## src/design/rfc_pkg.sv

```systemverilog
// rfc_pkg: constants for the rtc flags/control and century register block.
// assumes an avalon-mm master that addresses each register by its offset.
package rfc_pkg;
	localparam int          ADDR_W          = 17;
	localparam logic [16:0] OFS_FLAGS       = 17'h1fff0;
	localparam logic [16:0] OFS_CENTURY     = 17'h1fff1;
	// the slave is addressed by register offset; the extra registers sit low
	localparam logic [16:0] ADR_FLAGS       = OFS_FLAGS;
	localparam logic [16:0] ADR_CENTURY     = OFS_CENTURY;
	localparam logic [16:0] ADR_IRQ_STATUS  = 17'h00000;
	localparam logic [16:0] ADR_IRQ_MASK    = 17'h00004;
	localparam logic [16:0] ADR_USER_TIME   = 17'h00008;
	// flags register fields
	localparam int          BIT_WDOG        = 7;
	localparam int          BIT_ALARM       = 6;
	localparam int          BIT_PWR         = 5;
	localparam int          BIT_OSC         = 4;
	localparam int          BIT_CAL         = 2;
	localparam int          BIT_WLOCK       = 1;
	localparam int          BIT_RFRZ        = 0;
	localparam logic [7:0]  CENTURY_RST     = 8'h00;
	localparam logic [3:0]  BCD_MAX         = 4'h9;
	// timing
	localparam int          CLK_HZ          = 25000000;
	localparam int          CAL_HZ          = 512;
	localparam int          CAL_HALF        = CLK_HZ / (2 * CAL_HZ);
	localparam logic [15:0] CAL_HALF_CNT    = 16'(CAL_HALF - 1);
endpackage

```

## src/design/rfc_top.sv

```systemverilog
// rfc_top: flags/control and century registers of an embedded rtc.
// assumes event pulses come from the rtc core on CORE_CLK_IN; oscillator fail
// and power fail are pin levels and are synchronised here.
//
// Chosen here: the Avalon-MM slave port.
`timescale 1ns/1ns
module rfc_top
	import rfc_pkg::*;
(
	// clock and reset
	input  wire logic        CORE_CLK_IN,
	input  wire logic        RST_N_IN,
	// avalon-mm slave
	input  wire logic [16:0] AVS_ADDRESS_IN,
	input  wire logic        AVS_READ_IN,
	input  wire logic        AVS_WRITE_IN,
	input  wire logic [31:0] AVS_WRITEDATA_IN,
	input  wire logic [3:0]  AVS_BYTEENABLE_IN,
	output logic      [31:0] AVS_READDATA_OUT,
	output logic             AVS_WAITREQUEST_OUT,
	// rtc core events and time
	input  wire logic        WATCHDOG_EXPIRE_IN,
	input  wire logic        ALARM_MATCH_IN,
	input  wire logic        POWER_FAIL_IN,
	input  wire logic        OSC_FAIL_IN,
	input  wire logic [31:0] COUNTER_TIME_IN,
	// control outputs
	output logic             WRITE_LOCK_OUT,
	output logic             INT_OUT,
	output logic             INT_OE_OUT
);

	// ----------------------------------------------------------------
	// pin synchronisers
	// ----------------------------------------------------------------
	// both pins are asynchronous levels; nothing but the second stage is read
	wire  [1:0] pin_raw = {POWER_FAIL_IN, OSC_FAIL_IN};
	wire  [1:0] pin_lvl;
	wire        pwr_low_lvl;
	wire        osc_stop_lvl;
	for (genvar p = 0; p < $bits(pin_raw); p++) begin : g_pin_sync
		logic [1:0] stage_q;
		always_ff @(posedge CORE_CLK_IN) begin
			if (!RST_N_IN) begin
				stage_q <= 2'h0;
			end else begin
				stage_q <= {stage_q[0], pin_raw[p]};
			end
		end
		assign pin_lvl[p] = stage_q[1];
	end
	assign {pwr_low_lvl, osc_stop_lvl} = pin_lvl;

	// ----------------------------------------------------------------
	// bus decode
	// ----------------------------------------------------------------
	// waitrequest rests high and drops for one cycle per access; gating the
	// strobes with it takes a held request exactly once
	wire        req       = (AVS_READ_IN | AVS_WRITE_IN) & AVS_WAITREQUEST_OUT;
	wire        wr        = AVS_WRITE_IN & AVS_WAITREQUEST_OUT & AVS_BYTEENABLE_IN[0];
	wire        rd        = AVS_READ_IN & AVS_WAITREQUEST_OUT;
	wire        sel_flags = AVS_ADDRESS_IN == ADR_FLAGS;
	wire        sel_cent  = AVS_ADDRESS_IN == ADR_CENTURY;
	wire        sel_ist   = AVS_ADDRESS_IN == ADR_IRQ_STATUS;
	wire        sel_imk   = AVS_ADDRESS_IN == ADR_IRQ_MASK;
	wire        sel_time  = AVS_ADDRESS_IN == ADR_USER_TIME;
	wire        wr_flags  = wr & sel_flags;
	wire        rd_flags  = rd & sel_flags;
	wire [7:0]  wdat      = AVS_WRITEDATA_IN[7:0];

	// ----------------------------------------------------------------
	// flags and control
	// ----------------------------------------------------------------
	logic        wdog_flag_q;
	logic        alarm_flag_q;
	logic        pwr_flag_q;
	logic        osc_flag_q;
	logic        cal_q;
	logic        wlock_q;
	logic        rfrz_q;
	logic [7:0]  century_q;
	logic [7:0]  ist_q;
	logic [7:0]  imask_q;
	logic [31:0] user_time_q;
	// events win over a clearing read in the same cycle
	wire         wdog_flag_d  = WATCHDOG_EXPIRE_IN | (wdog_flag_q & ~rd_flags);
	wire         alarm_flag_d = ALARM_MATCH_IN | (alarm_flag_q & ~rd_flags);
	wire         pwr_flag_d   = pwr_low_lvl | (pwr_flag_q & ~rd_flags);
	// a read leaves the oscillator flag alone: only a written zero clears it,
	// so software cannot lose the sign that the time is no longer valid
	wire         osc_flag_d   = osc_stop_lvl | (osc_flag_q & ~(wr_flags & ~wdat[BIT_OSC]));
	logic [7:0]  flags_rd;
	always_comb begin
		flags_rd            = 8'h00;
		flags_rd[BIT_WDOG]  = wdog_flag_q;
		flags_rd[BIT_ALARM] = alarm_flag_q;
		flags_rd[BIT_PWR]   = pwr_flag_q;
		flags_rd[BIT_OSC]   = osc_flag_q;
		flags_rd[BIT_CAL]   = cal_q;
		flags_rd[BIT_WLOCK] = wlock_q;
		flags_rd[BIT_RFRZ]  = rfrz_q;
	end

	// digits above nine are clamped so the register never holds a non-bcd code
	localparam int DIG_W = $bits(BCD_MAX);
	wire [7:0]  cen_wr;
	for (genvar d = 0; d < $bits(cen_wr) / DIG_W; d++) begin : g_bcd_clamp
		wire [DIG_W-1:0] digit     = wdat[d * DIG_W +: DIG_W];
		wire [DIG_W-1:0] digit_sat = (digit > BCD_MAX) ? BCD_MAX : digit;
		assign cen_wr[d * DIG_W +: DIG_W] = digit_sat;
	end

	always_ff @(posedge CORE_CLK_IN) begin
		if (!RST_N_IN) begin
			wdog_flag_q  <= 1'b0;
			alarm_flag_q <= 1'b0;
			pwr_flag_q   <= 1'b0;
			osc_flag_q   <= 1'b0;
			cal_q        <= 1'b0;
			wlock_q      <= 1'b0;
			rfrz_q       <= 1'b0;
		end else begin
			wdog_flag_q  <= wdog_flag_d;
			alarm_flag_q <= alarm_flag_d;
			pwr_flag_q   <= pwr_flag_d;
			osc_flag_q   <= osc_flag_d;
			if (wr_flags) begin
				cal_q   <= wdat[BIT_CAL];
				wlock_q <= wdat[BIT_WLOCK];
				rfrz_q  <= wdat[BIT_RFRZ];
			end
		end
	end

	always_ff @(posedge CORE_CLK_IN) begin
		if (!RST_N_IN) begin
			century_q <= CENTURY_RST;
		end else if (wr && sel_cent) begin
			century_q <= cen_wr;
		end
	end

	// user copy freezes while read-freeze is set
	always_ff @(posedge CORE_CLK_IN) begin
		if (!RST_N_IN) begin
			user_time_q <= 32'h0;
		end else if (!rfrz_q) begin
			user_time_q <= COUNTER_TIME_IN;
		end
	end

	// ----------------------------------------------------------------
	// interrupt status and mask
	// ----------------------------------------------------------------
	logic [7:0] ev;
	always_comb begin
		ev            = 8'h00;
		ev[BIT_WDOG]  = WATCHDOG_EXPIRE_IN;
		ev[BIT_ALARM] = ALARM_MATCH_IN;
		ev[BIT_PWR]   = pwr_low_lvl;
		ev[BIT_OSC]   = osc_stop_lvl;
	end
	// write one to clear; an event in the same cycle keeps its bit set
	wire [7:0]  iclr  = (wr && sel_ist) ? wdat : 8'h00;
	wire [7:0]  ist_d = ev | (ist_q & ~iclr);
	always_ff @(posedge CORE_CLK_IN) begin
		if (!RST_N_IN) begin
			ist_q   <= 8'h00;
			imask_q <= 8'h00;
		end else begin
			ist_q <= ist_d;
			if (wr && sel_imk) begin
				imask_q <= wdat;
			end
		end
	end
	// next-state view, so the pin follows a set or clear without an extra cycle
	wire irq_lvl = |(ist_d & imask_q);

	// ----------------------------------------------------------------
	// calibration square wave
	// ----------------------------------------------------------------
	// the half period is rounded down, so the wave runs a hair fast
	logic [15:0] cal_cnt_q;
	logic        cal_wave_q;
	always_ff @(posedge CORE_CLK_IN) begin
		if (!RST_N_IN || !cal_q) begin
			cal_cnt_q  <= 16'h0;
			cal_wave_q <= 1'b0;
		end else if (cal_cnt_q == CAL_HALF_CNT) begin
			cal_cnt_q  <= 16'h0;
			cal_wave_q <= ~cal_wave_q;
		end else begin
			cal_cnt_q <= cal_cnt_q + 16'h1;
		end
	end

	// ----------------------------------------------------------------
	// bus answer and outputs
	// ----------------------------------------------------------------
	wire [7:0] rd_mux = sel_flags ? flags_rd :
	                    sel_cent  ? century_q :
	                    sel_ist   ? ist_q :
	                    sel_imk   ? imask_q : 8'h00;
	wire [31:0] rd_word = sel_time ? user_time_q : {24'h0, rd_mux};

	// the pin is open drain: it is only ever pulled low, never driven high
	always_ff @(posedge CORE_CLK_IN) begin
		if (!RST_N_IN) begin
			AVS_WAITREQUEST_OUT <= 1'b1;
			AVS_READDATA_OUT    <= 32'h0;
			INT_OUT             <= 1'b0;
			INT_OE_OUT          <= 1'b0;
			WRITE_LOCK_OUT      <= 1'b0;
		end else begin
			AVS_WAITREQUEST_OUT <= ~req;
			WRITE_LOCK_OUT      <= wlock_q;
			if (rd) begin
				AVS_READDATA_OUT <= rd_word;
			end
			if (cal_q) begin
				INT_OUT    <= cal_wave_q;
				INT_OE_OUT <= ~cal_wave_q;
			end else begin
				INT_OUT    <= 1'b0;
				INT_OE_OUT <= irq_lvl;
			end
		end
	end

endmodule // rfc_top

```

## config.mk

```make
export PLATFORM = sky130hd
export DESIGN_NAME = rfc_top
export DESIGN_NICKNAME = d
export VERILOG_FILES = /design/src/design/rfc_pkg.sv /design/src/design/rfc_top.sv
export SDC_FILE = /design/constraint.sdc
export NUM_CORES = 1
export LEC_CHECK = 0
export BUFFER_PORTS_ARGS = -buffer_cell sky130_fd_sc_hd__buf_2
export CAP_MARGIN = 30
export CORE_ASPECT_RATIO = 0.9
export CORE_MARGIN = 2
export CORE_UTILIZATION = 47
export DETAILED_ROUTE_END_ITERATION = 8
export PLACE_DENSITY_LB_ADDON = 0.2
export SLEW_MARGIN = 20
export SYNTH_ARGS = -nofsm -noshare
export SYNTH_HDL_FRONTEND = slang
export SYNTH_SLANG_ARGS = --single-unit
```

## constraint.sdc

```tcl
create_clock -name CORE_CLK_IN -period 2.1 [get_ports CORE_CLK_IN]
set_clock_uncertainty 0.1 [all_clocks]
set_input_delay 0.315 -clock CORE_CLK_IN [delete_from_list [all_inputs] [get_ports CORE_CLK_IN]]
set_output_delay 0.315 -clock CORE_CLK_IN [all_outputs]
set_load 0.03 [all_outputs]
```

Word level (Yosys, flattened, before mapping). Index checks and enable logic that the tools add are counted.

Memory bits (writable): 0. Output and inout bits: 36. Memories kept: 0. Input port bits: 93. Bits in read-only memories: 0. Latch bits: 0. Flip-flop bits (word level): 120. Word-level logic and storage cells: 72.

$add $sub $neg: 1. Bitwise logic cells: 25. Reductions and logical operators: 10. $mul: 0. Equal/unequal tests: 5. Order comparisons: 2. Div/mod/pow operators: 0. Shifts and indexed selects: 0. Multiplexer cells: 9.

Operator list (count): 8-bit two-way mux (5); 17-bit == test, second input constant (2); 32-bit two-way mux (1); 17-bit by 3-bit == test with 1-bit output, second input constant (1); 17-bit by 4-bit == test with 1-bit output, second input constant (1); 17-bit logical NOT (1); 16-bit by 1-bit adder with 16-bit output, second input constant (1); 8-bit AND (2); 16-bit by 15-bit == test with 1-bit output, second input constant (1); 1-bit AND (11); 4-bit > comparator, second input constant (2); 4-bit two-way mux (2); 8-bit NOT (1); 8-bit bitwise OR (1); 8-bit OR reduction (1); 1-bit NOT (5); 1-bit bitwise OR (5); 1-bit logical AND (3); 1-bit logical NOT (2); 2-bit AND reduction (1); 2-bit OR reduction (1); 1-bit logical OR (1); 1-bit two-way mux (1).

Longest topological paths before layout.
Word-level depth: 10. Depth in mapped cells: 7. Mapped depth without buffers: 6.

Worst setup path before layout. No wires, ideal clock.

Kind: reg-to-reg. Start point: register AVS_WAITREQUEST_OUT. End point: register INT_OE_OUT. Path buffers: 1. Arrival: 2.110 ns. Clock period less this slack: 2.332 ns. Setup slack: -0.232 ns. Stages on the path, launching flop included: 7. Data required time: 1.878 ns. Setup time: 0.122 ns. Cell sequence: dfxtp_1 > and3_1 > clkbuf_1 > nand2_2 > o31a_1 > or4_1 > o311a_1.

Word-level cells in the longest chain between the ends: 10.

RTL lines: start: declaration (line rfc_top.sv:20) `output logic AVS_WAITREQUEST_OUT,`; start signal: assignment (line rfc_top.sv:216) `AVS_WAITREQUEST_OUT <= ~req;`; 1-bit AND (2 in series) (line rfc_top.sv:60) `wire wr = AVS_WRITE_IN & AVS_WAITREQUEST_OUT & AVS_BYTEENABLE_IN[0];`; 1-bit logical AND (line rfc_top.sv:164) `wire [7:0] iclr = (wr && sel_ist) ? wdat : 8'h00;`; 8-bit two-way mux (line rfc_top.sv:164); 8-bit NOT (line rfc_top.sv:165) `wire [7:0] ist_d = ev | (ist_q & ~iclr);`; 8-bit AND (line rfc_top.sv:165); 8-bit bitwise OR (line rfc_top.sv:165); 8-bit AND (line rfc_top.sv:178) `wire irq_lvl = |(ist_d & imask_q);`; 8-bit OR reduction (line rfc_top.sv:178); 1-bit two-way mux (line rfc_top.sv:221) `if (cal_q) begin`; end signal: assignment (line rfc_top.sv:223) `INT_OE_OUT <= ~cal_wave_q;`; end signal: assignment (line rfc_top.sv:226) `INT_OE_OUT <= irq_lvl;`; end: declaration (line rfc_top.sv:30) `output logic INT_OE_OUT`.

Every way passes these cells. A chain may end at the register's enable or synchronous reset.

Final worst setup path. Ends and elaborated chain as after synthesis.

==> results.md <==
- Share of cells above drive strength 1: 24.78%
- PD cells: 865.2 nW/um2
- Place WS: -0.2695 ns
- RSZ-0062 raised after global routing: no
- Top_reg_cell synth: dfxtp_1
- Total iterations of the first detailed-routing run: 4
- Finished layout cell area: 6331 um2
- Core area: 10,250 um2
- Post-synth top area cell: dfxtp_1
- HP Class: in2reg
- Critical Path RT: 2.29 ns
- Mapped Area: 4954 um2
- Initial DRC count: 179
- First-pass GRT wire length: 20,450 um
- Number of max-cap violations: 0
- FF+latch area: 2407 um2
- Max stage delay cell, worst path: or4_1
- Fmax: 489.3 MHz
- Number of synthesized register bits: 120
- Syn nets: 644
- Area Overhead vs Synth: 27.81%
- CP max stage delay: 0.51 ns
- GRT Total Usage: 22.78%
- Worst reg2reg path depth: 5
- Top cells by count, synth: dfxtp_1, nor2_1, nand2_1
- Synth unique cells: 49
- Post-CTS Hold Buffers: 0
- Nets: 757
- Outcome: completed
- CTS sink count: 120
- Crit path time final: 2.044 ns
- Period utilisation layout: 97.32%
- Placer Congestion: 0.8698
- Drt wl/cell: 15.40 um
- Register area share after synthesis: 48.50%
- DRC Markers: 0
- Worst VDD drop: 583.7 uV
- Final Worst Setup Slack: 0.05625 ns
- R2r startpoint: AVS_WAITREQUEST_OUT
- Via Count: 4,378
- Largest net degree at the start of global routing: 84
- Multi-input logic area: 2385 um2
- GRT Residual Overflow: 0
- HPWL after detailed placement: 8640 um
- Hold Violations, Final: 0
- R2R Path End: INT_OE_OUT
- Die span in y: 101.4 um
- Start point of the critical path: AVS_WAITREQUEST_OUT
- Root Buffer Master: clkbuf_16
- Worst Setup End Kind: flip-flop
- Die W: 112.2 um
- Syn_area_per_cell: 9.023 um2
- Initial antenna violation count: 0
- Final setup violation count: 0
- Internal reg-to-reg setup slack: 0.06 ns
- Pleak: 0.002466 uW
- Clk_lat worst skew: 0.41 ns
- Top cell type's share of synthesized area: 48.50%
- Vias per cell: 5.452
- Crit path cell chain: and3_1, nand2_2, o31a_1, or4_1, o311a_1
- CTS tree: built
- CP Launch Type: flip-flop
- # diodes: 0
- Dpl cell area: 5744 um2
- Crit path arrival time: 2.23 ns
- Worst-path clk slew: 0.05 ns
- Vias in the first global route: 4,233
- Max_slew headroom: 59.08%
- Crit path kind: reg2reg
- Hold path start: OSC_FAIL_IN
- Worst-path fanout max: 5
- Worst-margin pin slew: 0.6121 ns
- I/O pin count: 129
- Final ANT Viol Nets: 0
- Synth Warn #: 0
- Initial core utilization: 48.34%
- Htree depth: 4
- Core Rows: 35
- Final Max Slew Viols: 0
- Die area: 11,380 um2
- Layout fillers: 882
- Dominant cells by area after synthesis: dfxtp_1, mux2i_1, nor2_1
- EDFF count, synth: 0
- Max Root-Sink Buffers: 2
- Worst Setup EP: INT_OE_OUT
- Most frequent cell after synthesis: dfxtp_1
- Synth Instances: 549
- Asr flop ratio synth: 0%
- Number of CTS-inserted buffers: 17
- IO buf count: 101
- WL final: 12,370 um
## routing by layer
layer / vias up / GRT usage (%) / share of wire (%)
met3: 10 / 6.344 / 6.7
li1: 2180 / - / -
met1: 2064 / 29.17 / 45
met4: 0 / 8.630 / 1.0
met2: 124 / 37.07 / 48
met5: - / 0 / 0
## worst min-delay path by stage
| stage | cells past startpoint | end | slack, ns |
|---|---|---|---|
| final | 2 | g_pin_sync[0].stage_q[0] | 0.02 |
| after global routing | 2 | g_pin_sync[0].stage_q[0] | 0.01 |
| after CTS | 2 | g_pin_sync[0].stage_q[0] | 0.007 |
| after detailed placement | 1 | g_pin_sync[1].stage_q[1] | 0.32 |
| after global placement | 1 | g_pin_sync[1].stage_q[1] | 0.32 |
| after floorplan | 1 | g_pin_sync[0].stage_q[1] | 0.31 |
## registers in the layout, summed over array words and instances (netlist names), 4 cells and up
name	flops
imask_q	8
AVS_READDATA_OUT	32
century_q	8
cal_cnt_q	16
user_time_q	32
g_pin_sync.stage_q	4
ist_q	8
## layout by cell type, fill, tap and decap left out, types with 5 or more instances in the layout
master and count:
dfxtp_1 118, buf_2 101, nor2_1 72, nand2_1 50, nand3_1 46, mux2i_1 46, a21oi_1 44, buf_4 23
clkbuf_16 17, nor3_1 12, nand4_1 11, and3_1 10, xnor2_1 10, inv_1 8, and2_1 8, o21ai_0 8
nor4b_1 5, o21ai_1 5, xor2_1 5
## logic make-up (layout without fill, tap and decap cells)
group | Yosys count | count (layout) | share of synthesized area (%)
muxes | 46 | 46 | 9.295
xor gates and xnor gates | 15 | 15 | 2.652
buffers and inverters | 43 | 168 | 3.384
DFF | 120 | 120 | 48.50
AOI/OAI and AO/OA | 83 | 83 | 10.41
and+or+nand+nor | 240 | 240 | 25.26
adders and majority gates | 2 | 2 | 0.5051
## per-stage QoR
| step | cells | utilization (%) | power (uW) | hold WS [ns] | setup TNS, ns |
|---|---|---|---|---|---|
| after CTS | 803 | 61.77 | 5534 | 0.007500 | 0 |
| after global placement | 772 | 56.06 | 2694 | 0.3199 | -4.699 |
| after detailed placement | 772 | 56.06 | 2702 | 0.3227 | -6.305 |
| after global routing | 803 | 61.78 | 5685 | 0.01114 | 0 |
| final | 803 | 61.78 | 5478 | 0.02075 | 0 |
| after floorplan | 549 | - | 2545 | 0.3119 | 0 |
## layout make-up
type / instances / share of cell area (%)
clock inverters: 7 / 1.482
clock buffers: 24 / 7.767
multi-input cells: 386 / 37.67
well taps: 129 / 2.549
inverters: 9 / 0.5336
flip-flops and latches: 120 / 38.02
repair buffers: 128 / 11.98
## worst max-delay path, delay by kind of cell, from the launching register on
| kind | cells | cell delay [ns] |
|---|---|---|
| compound gates | 2 | 0.58 |
| simple gates | 3 | 0.89 |
| flops | 1 | 0.36 |
## report_power, final
group / total [uW] / internal [uW] / switching, uW
clock: 2820 / 1860 / 959
sequential: 2360 / 2330 / 28.7
combinational: 297 / 116 / 181
## timing repair
action / 4_1_cts / 5_1_grt
buffers inserted: 0 / 0
resized for setup: 0 / 1
endpoints found under the setup margin: 0 / 3
Power figures use the tool's default switching activity.
